[config.mk]
export PLATFORM = sky130hd
export DESIGN_NAME = rdw_dev_flat
export DESIGN_NICKNAME = d
export VERILOG_FILES = /design/src/hdl/rdw_pkg.sv /design/src/hdl/rdw_link_if.sv /design/src/hdl/rdw_dev.sv /design/src/flat_wrapper.sv
export SDC_FILE = /design/constraint.sdc
export NUM_CORES = 1
export LEC_CHECK = 0
export BUFFER_PORTS_ARGS = -buffer_cell sky130_fd_sc_hd__buf_2
export CORE_AREA = 2 2 218 134
export CTS_BUF_LIST = sky130_fd_sc_hd__clkbuf_16
export DETAILED_ROUTE_END_ITERATION = 10
export DIE_AREA = 0 0 220 136
export PLACE_DENSITY = 0.62
export SKIP_LAST_GASP = 1
export SYNTH_ARGS = -nofsm -noshare
export SYNTH_HDL_FRONTEND = slang
export SYNTH_SLANG_ARGS = --single-unit
[constraint.sdc]
create_clock -name clk_sys_i -period 5.25 [get_ports clk_sys_i]
set_input_delay 0.525 -clock clk_sys_i [delete_from_list [all_inputs] [get_ports clk_sys_i]]
set_output_delay 0.525 -clock clk_sys_i [all_outputs]
set_load 0.05 [all_outputs]
[src/hdl/rdw_pkg.sv]
/*
 * Shared constants for the receive descriptor write-back path: memory
 * layout of frame and buffer descriptors, status bit positions, control
 * block location and the host register map.
 * Assumes 16-bit shared memory words, little-endian byte lanes.
 */
package rdw_pkg;
    // Receive unit state reported to the host
    typedef enum logic [1:0] {
        RU_IDLE,
        RU_SUSPENDED,
        RU_NO_RESOURCES,
        RU_READY
    } rdw_ru_state_t;

    // Frame descriptor word indexes
    localparam logic [3:0] FD_STATUS_IDX = 4'h0;
    localparam logic [3:0] FD_CMD_IDX = 4'h1;
    localparam logic [3:0] FD_LINK_IDX = 4'h2;
    localparam logic [3:0] FD_RBD_IDX = 4'h3;
    localparam logic [3:0] FD_DST_IDX = 4'h4;

    // Frame descriptor status and command bits
    localparam int FD_C_BIT = 15;
    localparam int FD_B_BIT = 14;
    localparam int FD_OK_BIT = 13;
    localparam int FD_CRC_BIT = 11;
    localparam int FD_ALIGN_BIT = 10;
    localparam int FD_RES_BIT = 9;
    localparam int FD_OVR_BIT = 8;
    localparam int FD_SHORT_BIT = 7;
    localparam int FD_NOEND_BIT = 6;
    localparam int FD_EL_BIT = 15;
    localparam int FD_S_BIT = 14;

    // Buffer descriptor word indexes
    localparam logic [3:0] RBD_STATUS_IDX = 4'h0;
    localparam logic [3:0] RBD_NEXT_IDX = 4'h1;
    localparam logic [3:0] RBD_ADRLO_IDX = 4'h2;
    localparam logic [3:0] RBD_ADRHI_IDX = 4'h3;
    localparam logic [3:0] RBD_SIZE_IDX = 4'h4;

    // Buffer descriptor bits
    localparam int RBD_EOF_BIT = 15;
    localparam int RBD_F_BIT = 14;
    localparam int RBD_EL_BIT = 15;
    localparam int COUNT_W = 14;

    // Offset meaning no buffer attached
    localparam logic [15:0] NO_RBD = 16'hffff;

    // Control block byte address and receive area offset word
    localparam logic [15:0] SCB_BASE = 16'h0000;
    localparam logic [3:0] SCB_RFA_IDX = 4'h3;

    // Host register byte offsets
    localparam logic [7:0] REG_CTRL = 8'h00;
    localparam logic [7:0] REG_STATUS = 8'h04;
    localparam logic [7:0] REG_MADDR = 8'h08;
    localparam logic [7:0] REG_MDATA = 8'h0c;
    localparam int CTRL_START_BIT = 0;
    localparam int CTRL_RESUME_BIT = 1;
endpackage

[src/hdl/rdw_link_if.sv]
/*
 * Link between the receive unit and the host side: a word memory port
 * into shared memory plus receive unit start, resume and state.
 * Assumes both ends run on the same clock.
 */
`timescale 1ns/100ps
interface rdw_link_if;
    logic mem_req;
    logic mem_we;
    logic [23:0] mem_addr;
    logic [1:0] mem_be;
    logic [15:0] mem_wdata;
    logic mem_ack;
    logic [15:0] mem_rdata;
    logic ru_start;
    logic ru_resume;
    rdw_pkg::rdw_ru_state_t ru_state;

    modport dev (
        output mem_req, mem_we, mem_addr, mem_be, mem_wdata, ru_state,
        input mem_ack, mem_rdata, ru_start, ru_resume
    );
    modport host (
        input mem_req, mem_we, mem_addr, mem_be, mem_wdata, ru_state,
        output mem_ack, mem_rdata, ru_start, ru_resume
    );
endinterface

[src/hdl/rdw_dev.sv]
/*
 * Receive unit: takes received frame bytes, walks the frame descriptor
 * list and the buffer descriptor chain in shared memory and writes back
 * addresses, byte counts and status.
 * Assumes a memory port that holds each request until a one-cycle ack,
 * and a byte source on the same clock.
 */
// Functional notes
// - Set consumed bit, then completed bit
// - OK bit set only when no error
// - Report crc, alignment, resources, overrun, short
// - Missing end flag only under bit stuffing
// - End-of-list command stops the receive list
// - Suspend command halts after this frame
// - Next frame descriptor via link offset
// - All-ones buffer offset means no buffers
// - Host seeds buffer offset; unit rewrites it
// - Destination address written, configured length
// - Source address written, same length
// - Two-byte length field written
// - Last buffer of frame flagged
// - Occupied byte count with valid bit
// - Follow next buffer descriptor offset
// - 24-bit absolute buffer address used
// - Honour buffer size and last-buffer flag
// - First frame descriptor from control block
`timescale 1ns/100ps
module rdw_dev #(
    parameter int ADDR_LEN = 6
) (
    // Clock and reset
    input wire logic clk_sys_i,
    input wire logic reset_i,
    // Shared memory and control link
    rdw_link_if.dev link,
    // Received byte stream
    input wire logic rx_valid_i,
    input wire logic [7:0] rx_data_i,
    input wire logic rx_last_i,
    output logic rx_ready_o,
    // Frame error indications, sampled with every byte
    input wire logic rx_crc_err_i,
    input wire logic rx_align_err_i,
    input wire logic rx_overrun_i,
    input wire logic rx_short_i,
    input wire logic rx_no_end_i,
    input wire logic cfg_bitstuff_i
);
    localparam logic [4:0] HDR_BYTES = 5'(2 * ADDR_LEN + 2);

    typedef enum logic [3:0] {
        S_IDLE, S_SCB, S_FD_RD, S_FD_BUSY, S_RXB, S_HDR_WR, S_PLACE,
        S_RBD_RD, S_RBD_FULL, S_DAT_WR, S_FIN_RBD, S_FIN_FD3, S_FIN_FD0,
        S_SUSP
    } rdw_dev_state_t;

    rdw_dev_state_t state_r;
    logic [2:0] idx_r;
    logic [15:0] fd_r, link_r, rbd_r, next_r, first_rbd_r;
    logic el_r, susp_r;
    logic have_r, loaded_r, rbd_el_r, used_r;
    logic [23:0] buf_r;
    logic [13:0] size_r, cnt_r;
    logic [4:0] hdr_r;
    logic [7:0] byte_r;
    logic last_r;
    logic crc_r, align_r, res_r, ovr_r, short_r, noend_r;
    logic ack;
    logic take;
    logic [15:0] fstat;
    logic [23:0] dat_addr;

    // Word address inside a descriptor
    function automatic logic [23:0] waddr(input logic [15:0] base,
                                          input logic [3:0] idx);
        waddr = {8'h00, base} + {19'h0, idx, 1'b0};
    endfunction

    assign ack = link.mem_ack;
    assign take = rx_valid_i && rx_ready_o;
    assign rx_ready_o = (state_r == S_RXB);
    assign dat_addr = buf_r + {10'h0, cnt_r};

    // Frame status word, errors only when not OK
    always_comb begin
        fstat = 16'h0;
        fstat[rdw_pkg::FD_C_BIT] = 1'b1;
        fstat[rdw_pkg::FD_B_BIT] = 1'b1;
        fstat[rdw_pkg::FD_CRC_BIT] = crc_r;
        fstat[rdw_pkg::FD_ALIGN_BIT] = align_r;
        fstat[rdw_pkg::FD_RES_BIT] = res_r;
        fstat[rdw_pkg::FD_OVR_BIT] = ovr_r;
        fstat[rdw_pkg::FD_SHORT_BIT] = short_r;
        fstat[rdw_pkg::FD_NOEND_BIT] = noend_r;
        fstat[rdw_pkg::FD_OK_BIT] = ~(crc_r | align_r | res_r | ovr_r |
                                      short_r | noend_r);
    end

    // Memory request drive per state
    always_comb begin
        link.mem_req = 1'b0;
        link.mem_we = 1'b0;
        link.mem_addr = 24'h0;
        link.mem_be = 2'b11;
        link.mem_wdata = 16'h0;
        unique case (state_r)
            S_SCB: begin
                link.mem_req = 1'b1;
                link.mem_addr = waddr(rdw_pkg::SCB_BASE,
                                      rdw_pkg::SCB_RFA_IDX);
            end
            S_FD_RD: begin
                link.mem_req = 1'b1;
                link.mem_addr = waddr(fd_r, {1'b0, idx_r});
            end
            S_FD_BUSY: begin
                link.mem_req = 1'b1;
                link.mem_we = 1'b1;
                link.mem_addr = waddr(fd_r, rdw_pkg::FD_STATUS_IDX);
                link.mem_wdata[rdw_pkg::FD_B_BIT] = 1'b1;
            end
            S_HDR_WR: begin
                // Destination, source, then length field
                link.mem_req = 1'b1;
                link.mem_we = 1'b1;
                // Odd header bytes carry their byte address bit
                link.mem_addr = waddr(fd_r, rdw_pkg::FD_DST_IDX +
                                      hdr_r[4:1]) | 24'(hdr_r[0]);
                link.mem_be = hdr_r[0] ? 2'b10 : 2'b01;
                link.mem_wdata = {byte_r, byte_r};
            end
            S_RBD_RD: begin
                link.mem_req = 1'b1;
                link.mem_addr = waddr(rbd_r, {1'b0, idx_r});
            end
            S_DAT_WR: begin
                link.mem_req = 1'b1;
                link.mem_we = 1'b1;
                link.mem_addr = dat_addr;
                link.mem_be = dat_addr[0] ? 2'b10 : 2'b01;
                link.mem_wdata = {byte_r, byte_r};
            end
            S_RBD_FULL, S_FIN_RBD: begin
                link.mem_req = (state_r == S_RBD_FULL) || loaded_r;
                link.mem_we = 1'b1;
                link.mem_addr = waddr(rbd_r, rdw_pkg::RBD_STATUS_IDX);
                link.mem_wdata = {(state_r == S_FIN_RBD), 1'b1,
                                  cnt_r};
            end
            S_FIN_FD3: begin
                link.mem_req = 1'b1;
                link.mem_we = 1'b1;
                link.mem_addr = waddr(fd_r, rdw_pkg::FD_RBD_IDX);
                link.mem_wdata = used_r ? first_rbd_r
                                        : rdw_pkg::NO_RBD;
            end
            S_FIN_FD0: begin
                link.mem_req = 1'b1;
                link.mem_we = 1'b1;
                link.mem_addr = waddr(fd_r, rdw_pkg::FD_STATUS_IDX);
                link.mem_wdata = fstat;
            end
            default: ;
        endcase
    end

    // Receive unit state for the host
    always_comb begin
        unique case (state_r)
            S_IDLE: link.ru_state = rdw_pkg::RU_IDLE;
            S_SUSP: link.ru_state = rdw_pkg::RU_SUSPENDED;
            default: link.ru_state = have_r ? rdw_pkg::RU_READY
                                            : rdw_pkg::RU_NO_RESOURCES;
        endcase
    end

    // Main sequencer
    always_ff @(posedge clk_sys_i) begin
        if (reset_i) begin
            state_r <= S_IDLE;
            idx_r <= 3'h0;
            fd_r <= 16'h0;
        end else begin
            unique case (state_r)
                S_IDLE: if (link.ru_start) state_r <= S_SCB;
                S_SCB: if (ack) begin
                    fd_r <= link.mem_rdata;
                    idx_r <= 3'h1;
                    state_r <= S_FD_RD;
                end
                S_FD_RD: if (ack) begin
                    idx_r <= idx_r + 3'h1;
                    if (idx_r == 3'h3) state_r <= S_FD_BUSY;
                end
                S_FD_BUSY: if (ack) state_r <= S_RXB;
                S_RXB: if (take) begin
                    state_r <= (hdr_r < HDR_BYTES) ? S_HDR_WR : S_PLACE;
                end
                S_HDR_WR, S_DAT_WR: if (ack) begin
                    state_r <= last_r ? S_FIN_RBD : S_RXB;
                end
                S_PLACE: begin
                    if (!have_r) begin
                        state_r <= last_r ? S_FIN_RBD : S_RXB;
                    end else if (!loaded_r) begin
                        idx_r <= 3'h1;
                        state_r <= S_RBD_RD;
                    end else if (cnt_r == size_r) begin
                        state_r <= S_RBD_FULL;
                    end else begin
                        state_r <= S_DAT_WR;
                    end
                end
                S_RBD_RD: if (ack) begin
                    idx_r <= idx_r + 3'h1;
                    if (idx_r == 3'h4) state_r <= S_PLACE;
                end
                S_RBD_FULL: if (ack) state_r <= S_PLACE;
                S_FIN_RBD: if (ack || !loaded_r) state_r <= S_FIN_FD3;
                S_FIN_FD3: if (ack) state_r <= S_FIN_FD0;
                S_FIN_FD0: if (ack) begin
                    idx_r <= 3'h1;
                    fd_r <= link_r;
                    if (susp_r) state_r <= S_SUSP;
                    else if (el_r) state_r <= S_IDLE;
                    else state_r <= S_FD_RD;
                end
                S_SUSP: if (link.ru_resume) begin
                    state_r <= el_r ? S_IDLE : S_FD_RD;
                end
            endcase
        end
    end

    // Frame descriptor command and link capture
    always_ff @(posedge clk_sys_i) begin
        if (reset_i) begin
            el_r <= 1'b0;
            susp_r <= 1'b0;
            link_r <= 16'h0;
        end else if (state_r == S_FD_RD && ack) begin
            if (idx_r == 3'h1) begin
                el_r <= link.mem_rdata[rdw_pkg::FD_EL_BIT];
                susp_r <= link.mem_rdata[rdw_pkg::FD_S_BIT];
            end
            if (idx_r == 3'h2) link_r <= link.mem_rdata;
        end
    end

    // Buffer descriptor chain tracking
    always_ff @(posedge clk_sys_i) begin
        if (reset_i) begin
            have_r <= 1'b0;
            loaded_r <= 1'b0;
            rbd_r <= 16'h0;
            next_r <= 16'h0;
            buf_r <= 24'h0;
            size_r <= 14'h0;
            rbd_el_r <= 1'b0;
            cnt_r <= 14'h0;
            first_rbd_r <= 16'h0;
            used_r <= 1'b0;
        end else begin
            if (state_r == S_FD_RD && ack && idx_r == 3'h3 && !have_r &&
                link.mem_rdata != rdw_pkg::NO_RBD) begin
                rbd_r <= link.mem_rdata;
                have_r <= 1'b1;
                loaded_r <= 1'b0;
            end
            if (state_r == S_FD_BUSY && ack) begin
                first_rbd_r <= rbd_r;
                used_r <= 1'b0;
            end
            if (state_r == S_RBD_RD && ack) begin
                unique case (idx_r)
                    3'h1: next_r <= link.mem_rdata;
                    3'h2: buf_r[15:0] <= link.mem_rdata;
                    3'h3: buf_r[23:16] <= link.mem_rdata[7:0];
                    default: begin
                        rbd_el_r <= link.mem_rdata[rdw_pkg::RBD_EL_BIT];
                        size_r <= link.mem_rdata[13:0];
                        cnt_r <= 14'h0;
                        loaded_r <= 1'b1;
                    end
                endcase
            end
            if (state_r == S_DAT_WR && ack) begin
                cnt_r <= cnt_r + 14'h1;
                used_r <= 1'b1;
            end
            // Move on after a full or final buffer
            if ((state_r == S_RBD_FULL && ack) ||
                (state_r == S_FIN_RBD && ack && loaded_r)) begin
                loaded_r <= 1'b0;
                if (rbd_el_r) have_r <= 1'b0;
                else rbd_r <= next_r;
            end
        end
    end

    // Byte capture, header index and error accumulation
    always_ff @(posedge clk_sys_i) begin
        if (reset_i || (state_r == S_FD_BUSY && ack)) begin
            byte_r <= 8'h0;
            last_r <= 1'b0;
            hdr_r <= 5'h0;
            {crc_r, align_r, ovr_r, short_r, noend_r, res_r} <= 6'h0;
        end else begin
            if (take) begin
                byte_r <= rx_data_i;
                last_r <= rx_last_i;
                crc_r <= crc_r | rx_crc_err_i;
                align_r <= align_r | rx_align_err_i;
                ovr_r <= ovr_r | rx_overrun_i;
                short_r <= short_r | rx_short_i;
                noend_r <= noend_r | (rx_no_end_i & cfg_bitstuff_i);
            end
            if (state_r == S_HDR_WR && ack) hdr_r <= hdr_r + 5'h1;
            if ((state_r == S_PLACE && !have_r) ||
                (state_r == S_RBD_FULL && ack && rbd_el_r)) begin
                res_r <= 1'b1;
            end
        end
    end
endmodule

[src/flat_wrapper.sv]
// flat-port wrapper written by rule: the top's interface ports become plain ports
module rdw_dev_flat 
#(
    parameter int ADDR_LEN = 6
)
  (clk_sys_i, reset_i, rx_valid_i, rx_data_i, rx_last_i, rx_ready_o, rx_crc_err_i, rx_align_err_i, rx_overrun_i, rx_short_i, rx_no_end_i, cfg_bitstuff_i, link_mem_req, link_mem_we, link_mem_addr, link_mem_be, link_mem_wdata, link_ru_state, link_mem_ack, link_mem_rdata, link_ru_start, link_ru_resume);
  rdw_link_if link_i ();
  input wire logic clk_sys_i;
  input wire logic reset_i;
  input wire logic rx_valid_i;
  input wire logic [7:0] rx_data_i;
  input wire logic rx_last_i;
  output logic rx_ready_o;
  input wire logic rx_crc_err_i;
  input wire logic rx_align_err_i;
  input wire logic rx_overrun_i;
  input wire logic rx_short_i;
  input wire logic rx_no_end_i;
  input wire logic cfg_bitstuff_i;
  output wire logic [$bits(link_i.mem_req)-1:0] link_mem_req;
  output wire logic [$bits(link_i.mem_we)-1:0] link_mem_we;
  output wire logic [$bits(link_i.mem_addr)-1:0] link_mem_addr;
  output wire logic [$bits(link_i.mem_be)-1:0] link_mem_be;
  output wire logic [$bits(link_i.mem_wdata)-1:0] link_mem_wdata;
  output wire logic [$bits(link_i.ru_state)-1:0] link_ru_state;
  input wire logic [$bits(link_i.mem_ack)-1:0] link_mem_ack;
  input wire logic [$bits(link_i.mem_rdata)-1:0] link_mem_rdata;
  input wire logic [$bits(link_i.ru_start)-1:0] link_ru_start;
  input wire logic [$bits(link_i.ru_resume)-1:0] link_ru_resume;
  assign link_mem_req = link_i.mem_req;
  assign link_mem_we = link_i.mem_we;
  assign link_mem_addr = link_i.mem_addr;
  assign link_mem_be = link_i.mem_be;
  assign link_mem_wdata = link_i.mem_wdata;
  assign link_ru_state = link_i.ru_state;
  assign link_i.mem_ack = link_mem_ack;
  assign link_i.mem_rdata = link_mem_rdata;
  assign link_i.ru_start = link_ru_start;
  assign link_i.ru_resume = link_ru_resume;
  rdw_dev #(.ADDR_LEN(ADDR_LEN)) u_core (.clk_sys_i(clk_sys_i), .reset_i(reset_i), .link(link_i), .rx_valid_i(rx_valid_i), .rx_data_i(rx_data_i), .rx_last_i(rx_last_i), .rx_ready_o(rx_ready_o), .rx_crc_err_i(rx_crc_err_i), .rx_align_err_i(rx_align_err_i), .rx_overrun_i(rx_overrun_i), .rx_short_i(rx_short_i), .rx_no_end_i(rx_no_end_i), .cfg_bitstuff_i(cfg_bitstuff_i));
endmodule
==> metrics.txt, run 1 <==
# TYPE chip_impl_metric gauge
chip_impl_info{name="status",value="finished clean"} 1
chip_impl_metric{name="fin_total_pwr",unit="W"} 0.00399
chip_impl_metric{name="clk_pin_slew_worst_paths",unit="ns"} 0.07
chip_impl_info{name="setup.worst_path.start_class",value="flip-flop"} 1
chip_impl_metric{name="worst_r2r_path_depth",unit=""} 6
chip_impl_metric{name="overall_global_routing_resource_usage",unit="%"} 23.0
chip_impl_metric{name="dr_total_vias",unit=""} 9432
chip_impl_metric{name="skew",unit="ns"} 0.00848
chip_impl_metric{name="synth.ff_latch_count",unit=""} 165
chip_impl_metric{name="grt_remaining_overflow",unit=""} 0
chip_impl_metric{name="arrival_time_worst_endpoint",unit="ns"} 3.94
chip_impl_info{name="end_kind",value="output port"} 1
chip_impl_info{name="clk_root_buffer_cell",value="clkbuf_16"} 1
chip_impl_metric{name="finalWeightedCongestion",unit=""} 0.939
chip_impl_metric{name="cts_setup_buffers",unit=""} 0
chip_impl_metric{name="route.detailed.vias_per_inst",unit=""} 5.67
chip_impl_metric{name="worstHoldPathCells",unit=""} 3
chip_impl_metric{name="h-tree-depth",unit=""} 4
chip_impl_metric{name="drt_iter0_markers",unit=""} 1083
chip_impl_metric{name="p_leak",unit="nW"} 4.19
chip_impl_metric{name="clk_latency",unit="ns"} 0.45
chip_impl_metric{name="maxCapViolations",unit=""} 0
chip_impl_metric{name="postSynthCellCount",unit=""} 1253
chip_impl_metric{name="core_area",unit="µm²"} 28100
chip_impl_metric{name="initial_utilization",unit="%"} 34.5
chip_impl_metric{name="buffer_ports.inserted",unit=""} 83
chip_impl_metric{name="worst_vdd_drop",unit="mV"} 0.205
chip_impl_metric{name="via_count_of_the_first_global_routing_pass",unit=""} 8501
chip_impl_metric{name="synth_enable_flop_cells",unit=""} 0
chip_impl_metric{name="timing.final.max_slew_violations",unit=""} 0
chip_impl_metric{name="yosys_warnings",unit=""} 0
chip_impl_metric{name="clock_tree.buffer_depth",unit=""} 2
chip_impl_metric{name="final_nets",unit=""} 1344
chip_impl_metric{name="path_max_fanout",unit=""} 17
chip_impl_info{name="synth_top_area_cell",value="dfxtp_1"} 1
chip_impl_metric{name="achievable-frequency",unit="GHz"} 0.224
chip_impl_info{name="holdCritPathClass",value="primary input to flip-flop"} 1
chip_impl_metric{name="timing.final.crit_share",unit="%"} 85.1
chip_impl_metric{name="cts_sinks",unit=""} 165
chip_impl_metric{name="fin_setup_tns",unit="ns"} 0
chip_impl_metric{name="die-width",unit="µm"} 220
chip_impl_metric{name="dpl.cell_count",unit=""} 1631
chip_impl_metric{name="cts.repair.resized",unit=""} 0
chip_impl_metric{name="crit_required",unit="ns"} 4.72
chip_impl_metric{name="drt.antenna.violating_nets",unit=""} 0
chip_impl_metric{name="filler_cell_count",unit=""} 2983
chip_impl_metric{name="grt_pass1_wl",unit="µm"} 51200
chip_impl_metric{name="io_pins",unit=""} 84
chip_impl_info{name="yosysMostFrequentCell",value="nand2_1"} 1
chip_impl_metric{name="chipHeight",unit="µm"} 136
chip_impl_metric{name="drt_pass1_iterations",unit=""} 8
chip_impl_metric{name="power_density",unit="nW/µm²"} 367
chip_impl_metric{name="utilization",unit="%"} 38.7
chip_impl_metric{name="synth_seq_area_share",unit="%"} 34.1
chip_impl_metric{name="cts_inserted_buffers",unit=""} 17
chip_impl_metric{name="hold_violations",unit=""} 0
chip_impl_metric{name="syn-num-nets",unit=""} 1322
chip_impl_metric{name="diodes",unit=""} 0
chip_impl_metric{name="layout-drive-gt1-share",unit="%"} 11.2
chip_impl_metric{name="yosysTopAreaCellShare",unit="%"} 34.1
chip_impl_info{name="unrepaired_setup_endpoints_after_global_routing",value="no"} 1
chip_impl_metric{name="design.die.area",unit="µm²"} 29900
chip_impl_info{name="netlist_top_cells_area",value="dfxtp_1 (34%), mux2i_1 (8.4%), nand2_1 (7.9%)"} 1
chip_impl_metric{name="synth.lib_cells_used.distinct",unit=""} 71
chip_impl_metric{name="worst_slew_pin_slew",unit="ns"} 1.33
chip_impl_metric{name="synth_async_sr_flop_share",unit="%"} 0
chip_impl_metric{name="cts-hold-fix-buffers",unit=""} 0
chip_impl_info{name="synth_commonest_cells",value="nand2_1 (203), dfxtp_1 (165), nor2_1 (140)"} 1
chip_impl_metric{name="layoutNonFillerInstCount",unit=""} 1663
chip_impl_metric{name="synthesis.area_per_instance",unit="µm²"} 7.74
chip_impl_metric{name="row_count",unit=""} 48
chip_impl_metric{name="drt-total-wl",unit="µm"} 34200
chip_impl_metric{name="setup_viol",unit=""} 0
chip_impl_metric{name="mappedNetlistArea",unit="µm²"} 9690
chip_impl_metric{name="max-slew-margin-rel",unit="%"} 11.0
chip_impl_metric{name="grt_max_degree",unit=""} 101
chip_impl_metric{name="dp_hpwl",unit="µm"} 25100
chip_impl_info{name="postSynth.topFlopCell",value="dfxtp_1"} 1
chip_impl_metric{name="drc_errors",unit=""} 0
chip_impl_info{name="setup.worst_path.class",value="flip-flop to output port"} 1
chip_impl_info{name="cts_tree",value="done"} 1
chip_impl_metric{name="wire_per_inst",unit="µm"} 20.5
chip_impl_metric{name="period_minus_slack",unit="ns"} 4.47
chip_impl_metric{name="initial_antenna_violation_count",unit=""} 1
chip_impl_metric{name="area_delta_synth_final",unit="%"} 12.1
[area by class of cell]
cell class / instances / area, µm² / share of cell area [%]
Multi-Input combinational cell: 974 / 5950 / 54.8
Sequential cell: 165 / 3300 / 30.4
Timing Repair Buffer: 94 / 500 / 4.61
Tap cell: 375 / 469 / 4.32
Clock buffer: 17 / 425 / 3.92
Clock inverter: 15 / 130 / 1.20
Inverter: 23 / 86.3 / 0.795
[through the flow]
stage	area [µm²]	worst slack (ns)	hold WS [ns]
3_5_place_dp	10300	1.31	0.446
5_1_grt	10900	0.505	0.309
3_3_place_gp	10300	1.40	0.444
2_1_floorplan	9690	0.834	0.431
6_report	10900	0.780	0.308
4_1_cts	10900	0.818	0.291
[critical path: stages (launching register included)]
cell      delay (ns)
dfxtp_1         0.37
and4b_1         0.57
or2_2           0.23
o22a_1          0.14
ha_1            0.17
inv_1           0.06
fa_1            0.40
nor2b_1         0.18
o31a_1          0.33
nand4_1         0.15
xor2_1          0.17
o221ai_1        0.14
or3_1           0.36
buf_2           0.22
[final timing paths]
kind	start	slack, ns	to
hold reg to reg	u_core.first_rbd_r[1]	0.45	u_core.first_rbd_r[1]
setup reg to reg	u_core.state_r[0]	1.75	u_core.buf_r[11]
hold / removal	rx_short_i	0.31	u_core.short_r
setup / recovery	u_core.state_r[2]	0.78	link_mem_addr[15]
[cell usage in the layout, fill, tap and decap left out, types with 14 or more instances in the layout]
master,instances
nor2_1,140
nor3_1,14
dfxtp_1,165
clkbuf_16,17
nand4_1,24
inv_1,24
nand2_1,203
ha_1,29
nand2b_1,15
a211oi_1,42
xor2_1,16
a21oi_1,111
o21ai_0,59
buf_2,82
nand3_1,42
xnor2_1,29
mux2i_1,81
[where the power goes]
| group | leakage, nW | internal, W | switching [W] |
|---|---|---|---|
| logic | 2.59 | 0.000370 | 0.000941 |
| clock network | 0.267 | 0.000654 | 0.000559 |
| registers | 1.33 | 0.00133 | 0.000137 |
| total | 4.19 | 0.00236 | 0.00164 |
[cells by family after synthesis]
family | share of synthesized area, %
AND/OR/NAND/NOR | 23.7
multiplexers | 8.94
flip-flops | 34.1
XOR/XNOR | 4.07
adder cells (fa/ha/maj) | 4.36
buffers and inverters | 4.72
AO/OA/AOI/OAI | 20.2
[per-layer routing]
metal | GRT usage [%] | vias to the layer above | share of wire [%] | routed length, µm
met5 | 0 | - | 0 | 0
met4 | 5.85 | 0 | 1.6 | 537
met3 | 6.82 | 38 | 9.2 | 3130
met2 | 32.3 | 374 | 41 | 14100
met1 | 33.7 | 4536 | 48 | 16400
li1 | - | 4484 | - | -
[sequential cells by signal, indices dropped and copies added (netlist names), 3 cells and up]
name	cells
u_core.hdr_r	5
u_core.state_r	4
u_core.idx_r	3
u_core.cnt_r	14
u_core.next_r	16
u_core.size_r	14
u_core.byte_r	8
u_core.link_r	16
u_core.buf_r	24
u_core.rbd_r	16
u_core.fd_r	16
u_core.first_rbd_r	16
(Power assumes the default switching activity.)
==> inputs of run 2 (changes only) <==
--- a/config.mk
+++ b/config.mk
@@ -5,11 +5,12 @@
 export SDC_FILE = /design/constraint.sdc
 export NUM_CORES = 1
 export LEC_CHECK = 0
+export ABC_AREA = 1
 export BUFFER_PORTS_ARGS = -buffer_cell sky130_fd_sc_hd__buf_2
-export CORE_AREA = 2 2 218 134
+export CORE_AREA = 2 2 225 139
 export CTS_BUF_LIST = sky130_fd_sc_hd__clkbuf_16
 export DETAILED_ROUTE_END_ITERATION = 10
-export DIE_AREA = 0 0 220 136
+export DIE_AREA = 0 0 227 141
 export PLACE_DENSITY = 0.62
 export SKIP_LAST_GASP = 1
 export SYNTH_ARGS = -nofsm -noshare
==> constraint.sdc (replaced) <==
create_clock -name clk_sys_i -period 5.25 [get_ports clk_sys_i]
set_input_delay 0.2625 -clock clk_sys_i [delete_from_list [all_inputs] [get_ports clk_sys_i]]
set_output_delay 0.2625 -clock clk_sys_i [all_outputs]
set_load 0.05 [all_outputs]
==> metrics.txt, run 2 <==
# TYPE chip_impl_metric gauge
chip_impl_info{name="synth_commonest_cells",value="nand2_1 (465), inv_1 (223), nand3_1 (174)"} 1
chip_impl_info{name="critical_path.top_delay_family",value="simple AND/OR/NAND/NOR gates"} 1
chip_impl_metric{name="postSynthCellCount",unit=""} 1703
chip_impl_metric{name="chipHeight",unit="µm"} 141
chip_impl_metric{name="p_leak",unit="nW"} 5.30
chip_impl_metric{name="hold_violations",unit=""} 0
chip_impl_info{name="layout_commonest_cell",value="nand2_1"} 1
chip_impl_info{name="crit_path_start",value="u_core.state_r[0]"} 1
chip_impl_info{name="final_cell_mix",value="nand2_1 (465), inv_1 (223), nand3_1 (174)"} 1
chip_impl_metric{name="yosysTopAreaCellShare",unit="%"} 31.9
chip_impl_metric{name="max_stage_delay",unit="ns"} 0.45
chip_impl_metric{name="path_max_fanout",unit=""} 11
chip_impl_metric{name="route.detailed.vias_per_inst",unit=""} 5.19
chip_impl_metric{name="overall_global_routing_resource_usage",unit="%"} 24.4
chip_impl_metric{name="met2_track_utilization_from_global_routing",unit="%"} 34.8
chip_impl_metric{name="fin_setup_tns",unit="ns"} 0
chip_impl_info{name="setup.worst_path.class",value="flip-flop to output port"} 1
chip_impl_metric{name="clk_latency",unit="ns"} 0.46
chip_impl_metric{name="design.die.area",unit="µm²"} 32000
chip_impl_metric{name="core_area",unit="µm²"} 30300
chip_impl_metric{name="mappedNetlistArea",unit="µm²"} 10300
chip_impl_metric{name="grt_remaining_overflow",unit=""} 0
chip_impl_info{name="yosysMostFrequentCell",value="nand2_1"} 1
chip_impl_metric{name="drt-total-wl",unit="µm"} 38600
chip_impl_metric{name="worstPathBufferInverterCount",unit=""} 5
chip_impl_metric{name="synth.ff_latch_count",unit=""} 165
chip_impl_metric{name="h-tree-depth",unit=""} 4
chip_impl_metric{name="max-slew-margin-rel",unit="%"} 14.8
chip_impl_info{name="grt.busiest_layer",value="met1"} 1
chip_impl_metric{name="dr_total_vias",unit=""} 11300
chip_impl_info{name="timing.critical_path.slowest_stage_cell",value="fa_1"} 1
chip_impl_metric{name="buffer_ports.inserted",unit=""} 83
chip_impl_metric{name="filler_cell_count",unit=""} 3398
chip_impl_info{name="holdCritPathClass",value="primary input to flip-flop"} 1
chip_impl_metric{name="cts_inserted_buffers",unit=""} 17
chip_impl_metric{name="globalRouteMet1Util",unit="%"} 36.9
chip_impl_metric{name="clock_tree.buffer_depth",unit=""} 2
chip_impl_metric{name="syn-num-nets",unit=""} 1772
chip_impl_info{name="clk_root_buffer_cell",value="clkbuf_16"} 1
chip_impl_metric{name="grt_pass1_wl",unit="µm"} 59200
chip_impl_metric{name="finalWeightedCongestion",unit=""} 0.985
chip_impl_info{name="min-delay-start",value="rx_data_i[7]"} 1
chip_impl_metric{name="cts.repair.resized",unit=""} 0
chip_impl_info{name="postSynth.topFlopCell",value="dfxtp_1"} 1
chip_impl_metric{name="drt_iter0_markers",unit=""} 1253
chip_impl_metric{name="worst_slack",unit="ns"} 1.20
chip_impl_metric{name="cts-hold-fix-buffers",unit=""} 0
chip_impl_metric{name="worst_slew_pin_slew",unit="ns"} 1.27
chip_impl_metric{name="cts_sinks",unit=""} 165
chip_impl_metric{name="power_density",unit="nW/µm²"} 332
chip_impl_metric{name="grt_max_degree",unit=""} 95
chip_impl_metric{name="crit_required",unit="ns"} 4.99
chip_impl_metric{name="final_nets",unit=""} 1814
chip_impl_info{name="end_kind",value="output port"} 1
chip_impl_metric{name="skew",unit="ns"} 0.0168
chip_impl_metric{name="synthesis.area_per_instance",unit="µm²"} 6.08
chip_impl_metric{name="timing.final.max_slew_violations",unit=""} 0
chip_impl_metric{name="dp_hpwl",unit="µm"} 29400
chip_impl_info{name="r2r-start",value="u_core.state_r[3]"} 1
chip_impl_metric{name="area_delta_synth_final",unit="%"} 12.5
chip_impl_info{name="status",value="finished clean"} 1
chip_impl_metric{name="initial_antenna_violation_count",unit=""} 0
chip_impl_metric{name="worst_vdd_drop",unit="mV"} 0.219
chip_impl_metric{name="row_count",unit=""} 50
chip_impl_metric{name="dpl_worst_slack",unit="ns"} 1.77
chip_impl_metric{name="layout-drive-gt1-share",unit="%"} 7.74
chip_impl_metric{name="synth.lib_cells_used.distinct",unit=""} 45
chip_impl_metric{name="grt_use_met3",unit="%"} 5.21
chip_impl_metric{name="cts_setup_buffers",unit=""} 0
chip_impl_info{name="setup.worst_path.start_class",value="flip-flop"} 1
chip_impl_metric{name="synth_seq_area_share",unit="%"} 31.9
chip_impl_metric{name="clk_pin_slew_worst_paths",unit="ns"} 0.08
chip_impl_metric{name="diodes",unit=""} 0
chip_impl_metric{name="achievable-frequency",unit="GHz"} 0.247
chip_impl_metric{name="via_count_of_the_first_global_routing_pass",unit=""} 10200
chip_impl_metric{name="arrival_time_worst_endpoint",unit="ns"} 3.78
chip_impl_metric{name="synth_enable_flop_cells",unit=""} 0
chip_impl_info{name="unrepaired_setup_endpoints_after_global_routing",value="no"} 1
chip_impl_metric{name="synth_async_sr_flop_share",unit="%"} 0
chip_impl_info{name="top_register_by_number_of_flip_flops",value="u_core.buf_r"} 1
chip_impl_metric{name="io_pins",unit=""} 84
chip_impl_metric{name="setup_viol",unit=""} 0
chip_impl_metric{name="flip_flop_count_of_the_largest_register_after_layout",unit=""} 24
chip_impl_info{name="synth_top_area_cell",value="dfxtp_1"} 1
chip_impl_info{name="netlist_top_cells_area",value="dfxtp_1 (32%), nand2_1 (17%), nand3_1 (8.4%)"} 1
chip_impl_metric{name="drt.antenna.violating_nets",unit=""} 0
chip_impl_metric{name="drt_pass1_iterations",unit=""} 6
chip_impl_info{name="path_cells",value="inv_1 > nor2_1 > nand2_1 > nand2_1 > o22ai_1 > inv_1 > ha_1 > inv_1 > fa_1 > o21ai_0 > nand2_1 > nand2_1 > nand3_1 > nand3_1 > inv_1 > nand3_1 > buf_2"} 1
chip_impl_metric{name="maxCapViolations",unit=""} 0
chip_impl_metric{name="die-width",unit="µm"} 227
chip_impl_info{name="cts_tree",value="done"} 1
chip_impl_metric{name="wire_per_inst",unit="µm"} 17.7
chip_impl_metric{name="yosys_warnings",unit=""} 0
chip_impl_metric{name="timing.final.crit_share",unit="%"} 77.1
chip_impl_metric{name="drc_errors",unit=""} 0
chip_impl_metric{name="initial_utilization",unit="%"} 34.2
chip_impl_metric{name="period_minus_slack",unit="ns"} 4.05
==> run 2: cell count changes in the layout (fill, tap and decap cells not counted), moves of 9 or more <==
cell,before,now
nand2_1,203,465
xnor2_1,29,1
a21oi_1,111,138
inv_1,24,223
and3_1,11,2
xor2_1,16,1
o21ai_0,59,143
mux2i_1,81,0
a211oi_1,42,2
nand3_1,42,174
nand2b_1,15,0
nor2b_1,12,0
nor2_1,140,173
==> run 2: stage by stage <==
| step | utilization [%] | total power [W] | instance area [µm²] | hold slack (ns) | instances |
|---|---|---|---|---|---|
| 4_1_cts | 38.5 | 0.00386 | 11600 | 0.0190 | 2174 |
| 3_5_place_dp | 36.5 | 0.00257 | 11100 | 0.445 | 2142 |
| 5_1_grt | 38.5 | 0.00405 | 11600 | 0.0390 | 2174 |
| 2_1_floorplan | - | 0.00223 | 10300 | 0.397 | 1703 |
| 6_report | 38.5 | 0.00387 | 11600 | 0.0223 | 2174 |
| 3_3_place_gp | 36.5 | 0.00256 | 11100 | 0.436 | 2142 |
==> run 2: per-layer routing <==
layer / wire (µm) / vias up
li1: - / 5617
met3: 2910 / 35
met1: 19500 / 5255
met4: 531 / 0
met2: 15700 / 384
met5: 0 / -
==> run 2: power by group <==
part           total, W  internal (W)  switching, W
clock network   0.00131      0.000742      0.000564
registers       0.00148       0.00134      0.000135
logic           0.00108      0.000274      0.000809
total           0.00387       0.00236       0.00151
==> run 2: tightest hold or removal path, stage by stage <==
cell and delay, ns:
buf_2 0.07, nor2_1 0.03, nor2_1 0.08
==> run 2: logic make-up (layout without fill, tap and decap cells) <==
family          after synthesis  in the layout  share of synthesized area (%)
buf+inv                     296            351                           11.1
fa+ha+maj                    32             32                           4.09
xor+xnor                      2              2                          0.169
simple gates                876            876                           35.6
compound gates              332            332                           17.2
flops                       165            165                           31.9
==> run 2: final timing paths <==
check	slack, ns	end	cells past startpoint
worst min register to register	0.45	u_core.buf_r[2]	2
worst min-delay path	0.02	u_core.byte_r[7]	3
worst max-delay path	1.20	link_mem_addr[9]	17
worst max register to register	1.88	u_core.buf_r[15]	10
==> run 2: area by class of cell <==
cell class	instances	area [µm²]	share of cell area, %
Inverter	228	856	7.35
Sequential cell	165	3300	28.4
Timing Repair Buffer	91	475	4.08
Clock inverter	15	163	1.40
Clock buffer	17	425	3.65
Tap cell	416	520	4.47
Multi-Input combinational cell	1242	5900	50.7
